==> config.mk <==
export PLATFORM = sky130hd
export DESIGN_NAME = charge_termination_control
export DESIGN_NICKNAME = d
export VERILOG_FILES = /design/src/rtl/chg_term_pkg.sv /design/src/rtl/sync2.sv /design/src/rtl/term_filter.sv /design/src/rtl/charge_termination_control.sv
export SDC_FILE = /design/constraint.sdc
export NUM_CORES = 1
export LEC_CHECK = 0
export ABC_AREA = 1
export BUFFER_PORTS_ARGS = -buffer_cell sky130_fd_sc_hd__buf_4
export CORE_ASPECT_RATIO = 1.4
export CORE_MARGIN = 4
export CORE_UTILIZATION = 30
export CTS_BUF_LIST = sky130_fd_sc_hd__clkbuf_4 sky130_fd_sc_hd__clkbuf_8 sky130_fd_sc_hd__clkbuf_16
export CTS_CLUSTER_SIZE = 12
export DETAILED_ROUTE_END_ITERATION = 8
export PLACE_DENSITY = 0.45
export SYNTH_ARGS = -nofsm -noshare
export SYNTH_HDL_FRONTEND = slang
export SYNTH_SLANG_ARGS = --single-unit
==> constraint.sdc <==
create_clock -name pclk -period 4.6 [get_ports pclk]
set_input_delay 0.92 -clock pclk [delete_from_list [all_inputs] [get_ports pclk]]
set_output_delay 0.92 -clock pclk [all_outputs]
set_load 0.03 [all_outputs]
==> src/rtl/chg_term_pkg.sv <==
// Package of constants and types for the charge termination control block
package chg_term_pkg;
   // ****************************************
   // Register map
   // ****************************************
   localparam logic [11:0] OFS_CTRL = 12'h000;
   localparam logic [11:0] OFS_STATUS = 12'h004;
   localparam logic [11:0] OFS_IRQ_STAT = 12'h008;
   localparam logic [11:0] OFS_IRQ_MASK = 12'h00C;
   localparam logic [11:0] OFS_CHG_TIME = 12'h010;
   localparam logic [11:0] OFS_ELAPSED = 12'h014;
   // ****************************************
   // Field positions and reset values
   // ****************************************
   localparam int CTRL_TIMED_BIT = 0;
   localparam int CTRL_DET_OPEN_BIT = 1;
   localparam int IRQ_DONE_BIT = 0;
   localparam int IRQ_FAULT_BIT = 1;
   localparam int IRQ_RECHG_BIT = 2;
   localparam int IRQ_WIDTH = 3;
   localparam logic [31:0] CTRL_RESET = 32'h0000_0001;
   localparam logic [2:0] IRQ_MASK_RESET = 3'h0;
   // ****************************************
   // Timing
   // ****************************************
   localparam int CLK_HZ = 25_000_000;
   localparam int TERM_FILTER_US = 1500;
   localparam int TERM_FILTER_CYC = (CLK_HZ / 1_000_000) * TERM_FILTER_US;
   // 3 hours at 25 MHz, default; shortened in simulation
   localparam longint CHG_TIME_S = 10800;
   localparam logic [39:0] CHG_TIME_CYC = 40'(CHG_TIME_S * CLK_HZ);
   localparam int BLINK_HALF_CYC = 4_032_258;
   // ****************************************
   // Types
   // ****************************************
   typedef enum logic [1:0] {MODE_TIME, MODE_CURRENT, MODE_USER} mode_e;
   typedef enum logic [2:0] {ST_OFF, ST_CHECK, ST_CHARGE, ST_STANDBY,
      ST_FAULT} chg_state_e;
   typedef struct packed {
      logic current_above;
      logic cv_mode;
      logic trickle;
      logic bat_above_rechg;
   } analog_s;
endpackage

==> src/rtl/sync2.sv <==
// Two-flop synchroniser for pin inputs
`timescale 1ns/1ps
`default_nettype none
module sync2 #(parameter int W = 1)
(
   input wire logic pclk,
   input wire logic presetn,
   input wire logic [W-1:0] d,
   output logic [W-1:0] q
);
   logic [W-1:0] meta_q;
   always_ff @(posedge pclk or negedge presetn)
   begin
      if (!presetn)
      begin
         meta_q <= '0;
         q <= '0;
      end
      else
      begin
         meta_q <= d;
         q <= meta_q;
      end
   end
endmodule
`default_nettype wire

==> src/rtl/term_filter.sv <==
// Termination filter counter for the low-current comparator
`timescale 1ns/1ps
`default_nettype none
module term_filter
   import chg_term_pkg::*;
#(parameter int COUNT = TERM_FILTER_CYC)
(
   input wire logic pclk,
   input wire logic presetn,
   input wire logic enable,
   input wire logic below,
   output logic expired
);
   localparam int CW = $clog2(COUNT + 1);
   if (COUNT < 1)
   begin
      $error("term_filter COUNT must be at least 1");
   end
   logic [CW-1:0] cnt_q;
   wire logic hit = (cnt_q == CW'(COUNT));
   always_ff @(posedge pclk or negedge presetn)
   begin
      if (!presetn)
         cnt_q <= '0;
      else if (!enable || !below)
         cnt_q <= '0;
      else if (!hit)
         cnt_q <= cnt_q + CW'(1);
   end
   always_ff @(posedge pclk or negedge presetn)
   begin
      if (!presetn)
         expired <= 1'b0;
      else
         expired <= enable && below && hit;
   end
endmodule
`default_nettype wire

==> src/rtl/charge_termination_control.sv <==
// Charge termination control with APB registers
//
// What this block does
// - Time mode: status low while current above threshold
// - Time mode: status released when timer expires
// - Detect open: status low until timer ends
// - Full time first, half on recharge
// - Timer-select ground: current termination, timer off
// - Stop after filtered low current, ignore dips
// - Current mode: status low while charging only
// - Timer-select supply: no internal termination
// - User mode: status like time mode
// - User mode: start charging without voltage check
// - Start: standby if battery above recharge level
// - Standby recharge at half time, not user
// - Enable pin forces shutdown in every state
// - Time mode: long trickle gives fault with blinking status
//
// Register access over APB and the register offsets were decided locally.
`timescale 1ns/1ps
`default_nettype none
module charge_termination_control
   import chg_term_pkg::*;
#(
   parameter logic [39:0] CHARGE_CYCLES = CHG_TIME_CYC,
   parameter int FILTER_CYCLES = TERM_FILTER_CYC,
   parameter int BLINK_CYCLES = BLINK_HALF_CYC
)
(
   input wire logic pclk,
   input wire logic presetn,
   input wire logic psel,
   input wire logic penable,
   input wire logic pwrite,
   input wire logic [11:0] paddr,
   input wire logic [31:0] pwdata,
   output logic [31:0] prdata,
   output logic pready,
   output logic pslverr,
   output logic irq,
   input wire logic charger_enable_pin,
   input wire logic timer_sel_gnd,
   input wire logic timer_sel_vcc,
   input wire analog_s analog_in,
   output logic charge_status_out_oe_n,
   output logic charge_status_out_o,
   output logic charging_on
);
   if (CHARGE_CYCLES < 40'd8)
   begin
      $error("CHARGE_CYCLES too small");
   end
   if (BLINK_CYCLES < 1)
   begin
      $error("BLINK_CYCLES must be positive");
   end
   // ****************************************
   // Pin synchronisers
   // ****************************************
   logic [6:0] pins_s;
   // Enable pin inverted so the reset value reads as shutdown
   sync2 #(.W(7)) i_sync2
   (
      .pclk(pclk),
      .presetn(presetn),
      .d({~charger_enable_pin, timer_sel_gnd, timer_sel_vcc, analog_in}),
      .q(pins_s)
   );
   wire logic shutdown = !pins_s[6];
   wire logic sel_gnd = pins_s[5];
   wire logic sel_vcc = pins_s[4];
   analog_s ana;
   assign ana = analog_s'(pins_s[3:0]);
   // ****************************************
   // Mode select
   // ****************************************
   mode_e mode;
   assign mode = sel_vcc ? MODE_USER :
                 sel_gnd ? MODE_CURRENT : MODE_TIME;
   // ****************************************
   // Registers
   // ****************************************
   logic [31:0] ctrl_q;
   logic [IRQ_WIDTH-1:0] irq_stat_q, irq_mask_q;
   logic [39:0] time_q;
   logic [39:0] elapsed_q;
   logic [31:0] prdata_q;
   logic pready_q, pslverr_q, irq_q;
   wire logic access = psel && penable;
   wire logic wr = access && pwrite;
   wire logic hit_ctrl = (paddr == OFS_CTRL);
   wire logic hit_stat = (paddr == OFS_STATUS);
   wire logic hit_istat = (paddr == OFS_IRQ_STAT);
   wire logic hit_imask = (paddr == OFS_IRQ_MASK);
   wire logic hit_time = (paddr == OFS_CHG_TIME);
   wire logic hit_elap = (paddr == OFS_ELAPSED);
   wire logic mapped = hit_ctrl || hit_stat || hit_istat || hit_imask ||
                       hit_time || hit_elap;
   wire logic timed_cfg = ctrl_q[CTRL_TIMED_BIT];
   wire logic det_open = ctrl_q[CTRL_DET_OPEN_BIT];
   // ****************************************
   // Charge state machine
   // ****************************************
   chg_state_e state_q, state_d;
   logic recharge_q, recharge_d;
   logic [39:0] timer_q, timer_d;
   logic [39:0] trickle_q, trickle_d;
   logic filt_done;
   wire logic [39:0] full_t = time_q;
   wire logic [39:0] half_t = {1'b0, time_q[39:1]};
   wire logic [39:0] quarter_t = {2'b00, time_q[39:2]};
   wire logic use_timer = (mode == MODE_TIME) && timed_cfg;
   wire logic charging = (state_q == ST_CHARGE);
   wire logic [39:0] limit_t = recharge_q ? half_t : full_t;
   wire logic timer_done = use_timer && (timer_q >= limit_t);
   wire logic trickle_over = use_timer && (trickle_q >= quarter_t);
   term_filter #(.COUNT(FILTER_CYCLES)) i_term_filter
   (
      .pclk(pclk),
      .presetn(presetn),
      .enable(charging && mode == MODE_CURRENT),
      .below(!ana.current_above),
      .expired(filt_done)
   );
   always_comb
   begin
      state_d = state_q;
      recharge_d = recharge_q;
      timer_d = timer_q;
      trickle_d = trickle_q;
      if (shutdown)
      begin
         state_d = ST_OFF;
         recharge_d = 1'b0;
         timer_d = '0;
         trickle_d = '0;
      end
      else
      begin
         case (state_q)
            ST_OFF:
               state_d = ST_CHECK;
            ST_CHECK:
            begin
               timer_d = '0;
               trickle_d = '0;
               recharge_d = 1'b0;
               if (mode == MODE_USER)
                  state_d = ST_CHARGE;
               else if (ana.bat_above_rechg)
                  state_d = ST_STANDBY;
               else
                  state_d = ST_CHARGE;
            end
            ST_CHARGE:
            begin
               if (use_timer)
               begin
                  timer_d = timer_q + 40'd1;
                  if (ana.trickle)
                     trickle_d = trickle_q + 40'd1;
               end
               if (trickle_over && ana.trickle)
                  state_d = ST_FAULT;
               else if (timer_done)
                  state_d = ST_STANDBY;
               else if (filt_done)
                  state_d = ST_STANDBY;
            end
            ST_STANDBY:
            begin
               if (mode != MODE_USER && !ana.bat_above_rechg)
               begin
                  state_d = ST_CHARGE;
                  recharge_d = 1'b1;
                  timer_d = '0;
                  trickle_d = '0;
               end
            end
            ST_FAULT:
               state_d = ST_FAULT;
            default:
               state_d = ST_OFF;
         endcase
      end
   end
   always_ff @(posedge pclk or negedge presetn)
   begin
      if (!presetn)
      begin
         state_q <= ST_OFF;
         recharge_q <= 1'b0;
         timer_q <= '0;
         trickle_q <= '0;
      end
      else
      begin
         state_q <= state_d;
         recharge_q <= recharge_d;
         timer_q <= timer_d;
         trickle_q <= trickle_d;
      end
   end
   // ****************************************
   // Fault blink
   // ****************************************
   logic [31:0] blink_cnt_q;
   logic blink_q;
   wire logic blink_wrap = (blink_cnt_q >= 32'(BLINK_CYCLES - 1));
   always_ff @(posedge pclk or negedge presetn)
   begin
      if (!presetn)
      begin
         blink_cnt_q <= '0;
         blink_q <= 1'b0;
      end
      else if (state_q != ST_FAULT)
      begin
         blink_cnt_q <= '0;
         blink_q <= 1'b0;
      end
      else if (blink_wrap)
      begin
         blink_cnt_q <= '0;
         blink_q <= !blink_q;
      end
      else
         blink_cnt_q <= blink_cnt_q + 32'd1;
   end
   // ****************************************
   // Status output (oe_n low pulls pin low)
   // ****************************************
   wire logic low_by_current = det_open || ana.current_above ||
                               !ana.cv_mode;
   logic pull_low;
   assign pull_low = (state_q == ST_FAULT) ? !blink_q :
                     !charging ? 1'b0 :
                     (mode == MODE_CURRENT) ? 1'b1 :
                     low_by_current;
   always_ff @(posedge pclk or negedge presetn)
   begin
      if (!presetn)
      begin
         charge_status_out_oe_n <= 1'b1;
         charge_status_out_o <= 1'b0;
         charging_on <= 1'b0;
      end
      else
      begin
         charge_status_out_oe_n <= !pull_low;
         charge_status_out_o <= 1'b0;
         charging_on <= charging;
      end
   end
   // ****************************************
   // Events and interrupt
   // ****************************************
   wire logic ev_done = charging && state_d == ST_STANDBY;
   wire logic ev_fault = charging && state_d == ST_FAULT;
   wire logic ev_rechg = (state_q == ST_STANDBY) && state_d == ST_CHARGE;
   wire logic [IRQ_WIDTH-1:0] events = {ev_rechg, ev_fault, ev_done};
   wire logic [IRQ_WIDTH-1:0] w1c = (wr && hit_istat) ?
                                    pwdata[IRQ_WIDTH-1:0] : '0;
   always_ff @(posedge pclk or negedge presetn)
   begin
      if (!presetn)
         irq_stat_q <= '0;
      else
         irq_stat_q <= (irq_stat_q & ~w1c) | events;
   end
   // ****************************************
   // APB slave
   // ****************************************
   logic [31:0] rd_mux;
   assign rd_mux = hit_ctrl ? ctrl_q :
                   hit_stat ? {24'h0000_00, 1'b0, state_q, 1'b0,
                               mode, charging} :
                   hit_istat ? 32'(irq_stat_q) :
                   hit_imask ? 32'(irq_mask_q) :
                   hit_time ? time_q[31:0] :
                   hit_elap ? elapsed_q[31:0] : 32'h0000_0000;
   always_ff @(posedge pclk or negedge presetn)
   begin
      if (!presetn)
      begin
         ctrl_q <= CTRL_RESET;
         irq_mask_q <= IRQ_MASK_RESET;
         time_q <= '0;
         elapsed_q <= '0;
      end
      else
      begin
         if (time_q == 40'd0)
            time_q <= CHARGE_CYCLES;
         if (wr && hit_ctrl)
            ctrl_q <= pwdata & 32'h0000_0003;
         if (wr && hit_imask)
            irq_mask_q <= pwdata[IRQ_WIDTH-1:0];
         if (wr && hit_time && pwdata != 32'h0000_0000)
            time_q <= {8'h00, pwdata};
         elapsed_q <= timer_q;
      end
   end
   always_ff @(posedge pclk or negedge presetn)
   begin
      if (!presetn)
      begin
         prdata_q <= '0;
         pready_q <= 1'b0;
         pslverr_q <= 1'b0;
         irq_q <= 1'b0;
      end
      else
      begin
         pready_q <= psel && !penable;
         pslverr_q <= psel && !penable && !mapped;
         prdata_q <= (psel && !penable && !pwrite) ? rd_mux : prdata_q;
         irq_q <= |(irq_stat_q & irq_mask_q);
      end
   end
   assign prdata = prdata_q;
   assign pready = pready_q;
   assign pslverr = pslverr_q;
   assign irq = irq_q;
   // ****************************************
   // Checks
   // ****************************************
   AST_SHUTDOWN: assert property (@(posedge pclk)
      disable iff (!presetn) shutdown |=> state_q == ST_OFF)
      else $error("Shutdown did not force off state");
   AST_USER_NOCHECK: assert property (@(posedge pclk)
      disable iff (!presetn)
      (state_q == ST_CHECK && !shutdown && mode == MODE_USER)
      |=> state_q == ST_CHARGE)
      else $error("User mode did not start charging");
   AST_SMART: assert property (@(posedge pclk)
      disable iff (!presetn)
      (state_q == ST_CHECK && !shutdown && mode != MODE_USER &&
       ana.bat_above_rechg) |=> state_q == ST_STANDBY)
      else $error("High battery did not enter standby");
   AST_NO_AUTO_USER: assert property (@(posedge pclk)
      disable iff (!presetn)
      (state_q == ST_STANDBY && mode == MODE_USER && !shutdown)
      |=> state_q == ST_STANDBY)
      else $error("User mode restarted automatically");
   AST_TIMER_END: assert property (@(posedge pclk)
      disable iff (!presetn)
      (charging && use_timer && timer_q >= limit_t && !shutdown &&
       !(trickle_over && ana.trickle)) |=> state_q == ST_STANDBY)
      else $error("Timer expiry did not stop charging");
   AST_CUR_LOW: assert property (@(posedge pclk)
      disable iff (!presetn)
      (charging && mode == MODE_CURRENT) |=> !charge_status_out_oe_n)
      else $error("Status not low while charging in current mode");
   AST_IDLE_HIZ: assert property (@(posedge pclk)
      disable iff (!presetn)
      (state_q == ST_STANDBY) |=> charge_status_out_oe_n)
      else $error("Status not released after charge end");
   AST_NO_TIMER: assert property (@(posedge pclk)
      disable iff (!presetn)
      (mode == MODE_CURRENT && charging && !shutdown)
      |=> timer_q == $past(timer_q))
      else $error("Timer ran in current mode");
   AST_FILTER: assert property (@(posedge pclk)
      disable iff (!presetn)
      (charging && mode == MODE_CURRENT && ana.current_above && !shutdown)
      |=> state_q == ST_CHARGE)
      else $error("Charge ended while current above threshold");
endmodule
`default_nettype wire

==> impl_metrics.py <==
metrics = {
    "outcome": {
        "status": "complete, no violations",
    },
    "finish": {
        "fillers": 4941,
        "syn_to_final_growth_pct": 18.0,
        "finish.net_count": 2028,
        "multi_input_area_um2": 6740,
        "layout-drive-gt1-share_pct": 11.6,
        "seqCellArea_um2": 6460,
        "layout_commonest_cell": "nand2_1",
        "finish.utilization_pct": 35.9,
        "layout_common_cells": "nand2_1 (377), dfrtp_1 (255), inv_1 (253)",
        "fin_area_um2": 16900,
    },
    "routing": {
        "drtAntennaViolNets": 0,
        "detail_route.first_pass.iterations": 5,
        "vias": 12495,
        "remaining_drc_errors": 0,
        "wl_per_cell_um": 18.2,
        "wirelength_um": 46200,
        "viasPerCell": 4.92,
        "first_iter_violations": 760,
    },
    "sta": {
        "finalClockSkew_ns": 0.0455,
        "fmax_mhz": 324,
        "min_period_ns": 3.09,
        "setup_viol": 0,
        "holdWs_ns": 0.346,
        "grt_setup_unrepaired": "no",
        "fin_ws_ns": 1.51,
        "finalMaxSlewViolations": 0,
        "relSlewSlack_pct": 33.8,
        "worst_pin_slew_ns": 0.988,
        "final.period_utilization_pct": 67.1,
        "fin_tns_setup_ns": 0,
        "finalHoldViolCount": 0,
    },
    "job": {
        "cap_viol_max_count": 0,
    },
    "clocking": {
        "h-tree-depth": 1,
        "root_buffer": "clkbuf_16",
        "cts_resized": 0,
        "clock_latency_ns": 0.59,
        "cts_buffers": 30,
        "cts_hold_buf": 0,
        "postCtsSetupRepairBufs": 0,
        "cts.sinks": 258,
        "clk_pin_slew_worst_paths_ns": 0.06,
        "clock_path_buffers": 3,
        "tritoncts": "built",
    },
    "setup_path": {
        "r2r_start": "recharge_q",
        "cp.arrival_ns": 3.57,
        "critPathCapture": "irq_stat_q[1]",
        "crit_required_ns": 5.08,
        "r2r_slack_ns": 1.51,
        "ff2ff_path_depth": 16,
        "r2r_end": "irq_stat_q[1]",
        "crit_path_end_kind": "flop",
        "worstSetupStartpointType": "flop",
        "critical_path_class": "flop to flop",
        "critPathLaunch": "recharge_q",
        "critPathMaxFanout": 64,
    },
    "floorplanning": {
        "io-pin-count": 94,
        "die_x_um": 193,
        "die_area_um2": 51400,
        "fp-row-count": 94,
        "core_region_area_um2": 47200,
        "start_util_pct": 30.4,
        "die_h_um": 267,
    },
    "synth": {
        "synth_seq_cells": 258,
        "synth.distinct_cells": 59,
        "synth_ff_type": "dfrtp_1",
        "synth-seq-area-share_pct": 45.0,
        "ys_warn_count": 0,
        "synth_edf_count": 0,
        "yosysTopAreaCell": "dfrtp_1",
        "yosysTopAreaCellShare_pct": 44.7,
        "syn_inst": 1782,
        "synthArstFlopShare_pct": 100,
        "avgSynthCellArea_um2": 8.05,
        "synth_area_um2": 14300,
        "synth_area_leaders": "dfrtp_1 (45%), nand2_1 (9.9%), ha_1 (7.0%)",
    },
    "power": {
        "p_leak_nw": 7.80,
        "vdd_drop_max_v": 0.000274,
        "cellPowerDensity_nw_per_um2": 311,
    },
    "global_route": {
        "antenna_found_initial": 0,
        "globalRoute.totalOverflow": 0,
        "grt_first_pass_wirelength_um": 72300,
        "grt_max_degree": 110,
        "grt.total_usage_pct": 17.9,
        "grt_pass1_vias": 12742,
    },
    "place": {
        "dpl.hpwl_um": 35100,
        "place_congestion": 0.858,
        "place_ws_ns": 1.54,
        "place_area_um2": 15800,
        "io_buffers": 92,
    },
    "min_path": {
        "hold_path.class": "flop to flop",
    },
}
[power breakdown]
part | total, mW | internal (mW) | leakage, nW | switching (mW)
sequential | 2.31 | 2.29 | 3.46 | 0.0203
clock | 2.60 | 1.59 | 0.543 | 1.01
combinational | 0.351 | 0.0950 | 3.80 | 0.256
[per-stage QoR]
| step | power, mW | std cells |
|---|---|---|
| 2_1_floorplan | 2.54 | 1792 |
| 3_3_place_gp | 2.71 | 2484 |
| 4_1_cts | 5.35 | 2540 |
| 3_5_place_dp | 2.71 | 2484 |
| 6_report | 5.26 | 2541 |
| 5_1_grt | 5.48 | 2540 |
[cell usage after synthesis (6+ instances only)]
library cell	count
a31oi_1	8
nor2_2	6
dfrtp_1	256
nand2_2	8
nor2_1	183
clkbuf_1	29
inv_1	253
inv_2	10
nor3_1	55
nand4_1	61
xor2_1	34
nor3_2	8
o21ai_0	82
nor3b_1	9
o21a_1	8
nand3_1	73
a21oi_1	88
ha_1	80
nand2_1	377
nand3_2	7
o22ai_1	50
nor4_1	22
[worst min-delay path by stage]
stage / from / end / slack, ns / cells past startpoint
floorplan: i_sync2.meta_q[0] / i_sync2.q[0] / 0.33 / 0
global placement: i_sync2.meta_q[3] / i_sync2.q[3] / 0.34 / 0
detailed placement: i_sync2.meta_q[3] / i_sync2.q[3] / 0.33 / 0
CTS: i_sync2.meta_q[3] / i_sync2.q[3] / 0.35 / 0
global route: i_sync2.meta_q[3] / i_sync2.q[3] / 0.35 / 0
finish: i_sync2.meta_q[3] / i_sync2.q[3] / 0.35 / 0
[kinds of logic after synthesis]
kind of cell / Yosys count / share of synthesized area, %
buffers and inverters: 305 / 8.29
AO/OA/AOI/OAI: 271 / 10.9
adder cells (fa/ha/maj): 80 / 6.98
XOR/XNOR: 37 / 2.26
other: 1 / 0.0261
AND/OR/NAND/NOR: 830 / 26.5
flip-flops: 258 / 45.0
[worst max-delay path, cell delays in order (launching register included)]
cell	delay (ns)
dfrtp_2	0.99
inv_1	0.24
nand2_1	0.12
ha_1	0.15
nand3_1	0.10
nor2_1	0.33
nand2_1	0.12
nor2_1	0.23
nand2_1	0.09
nand4_1	0.15
nand2_1	0.09
nand2_1	0.06
nand2_1	0.05
nand2_1	0.07
nand2_1	0.05
nand3_1	0.06
nand2_1	0.05
[metal layers]
layer  vias to the layer above  GRT usage [%]  part of all wire [%]
met4                         0           5.59                   2.9
met3                        66           1.69                   3.7
met1                      6042           23.2                    43
met5                         -              0                     0
li1                       6126              -                     -
met2                       261           31.5                    50
[area by class of cell]
type | instances | area share [%]
Antenna cell | 1 | 0.0148
Clock buffer | 44 | 5.35
Clock inverter | 12 | 1.07
Inverter | 265 | 5.88
Multi-Input combinational cell | 1229 | 39.8
Sequential cell | 258 | 38.2
Tap cell | 624 | 4.62
Timing Repair Buffer | 108 | 5.06
[state kept, by name (all words and copies together), names as in the netlist, 2 cells and up]
| name | count |
|---|---|
| i_sync2.q | 7 |
| blink_cnt_q | 32 |
| timer_q | 40 |
| elapsed_q | 32 |
| irq_stat_q | 3 |
| prdata | 32 |
| irq_mask_q | 3 |
| state_q | 3 |
| trickle_q | 40 |
| full_t | 33 |
| i_term_filter.cnt_q | 16 |
| ctrl_q | 2 |
| i_sync2.meta_q | 7 |
Power figures use the tool's default switching activity.
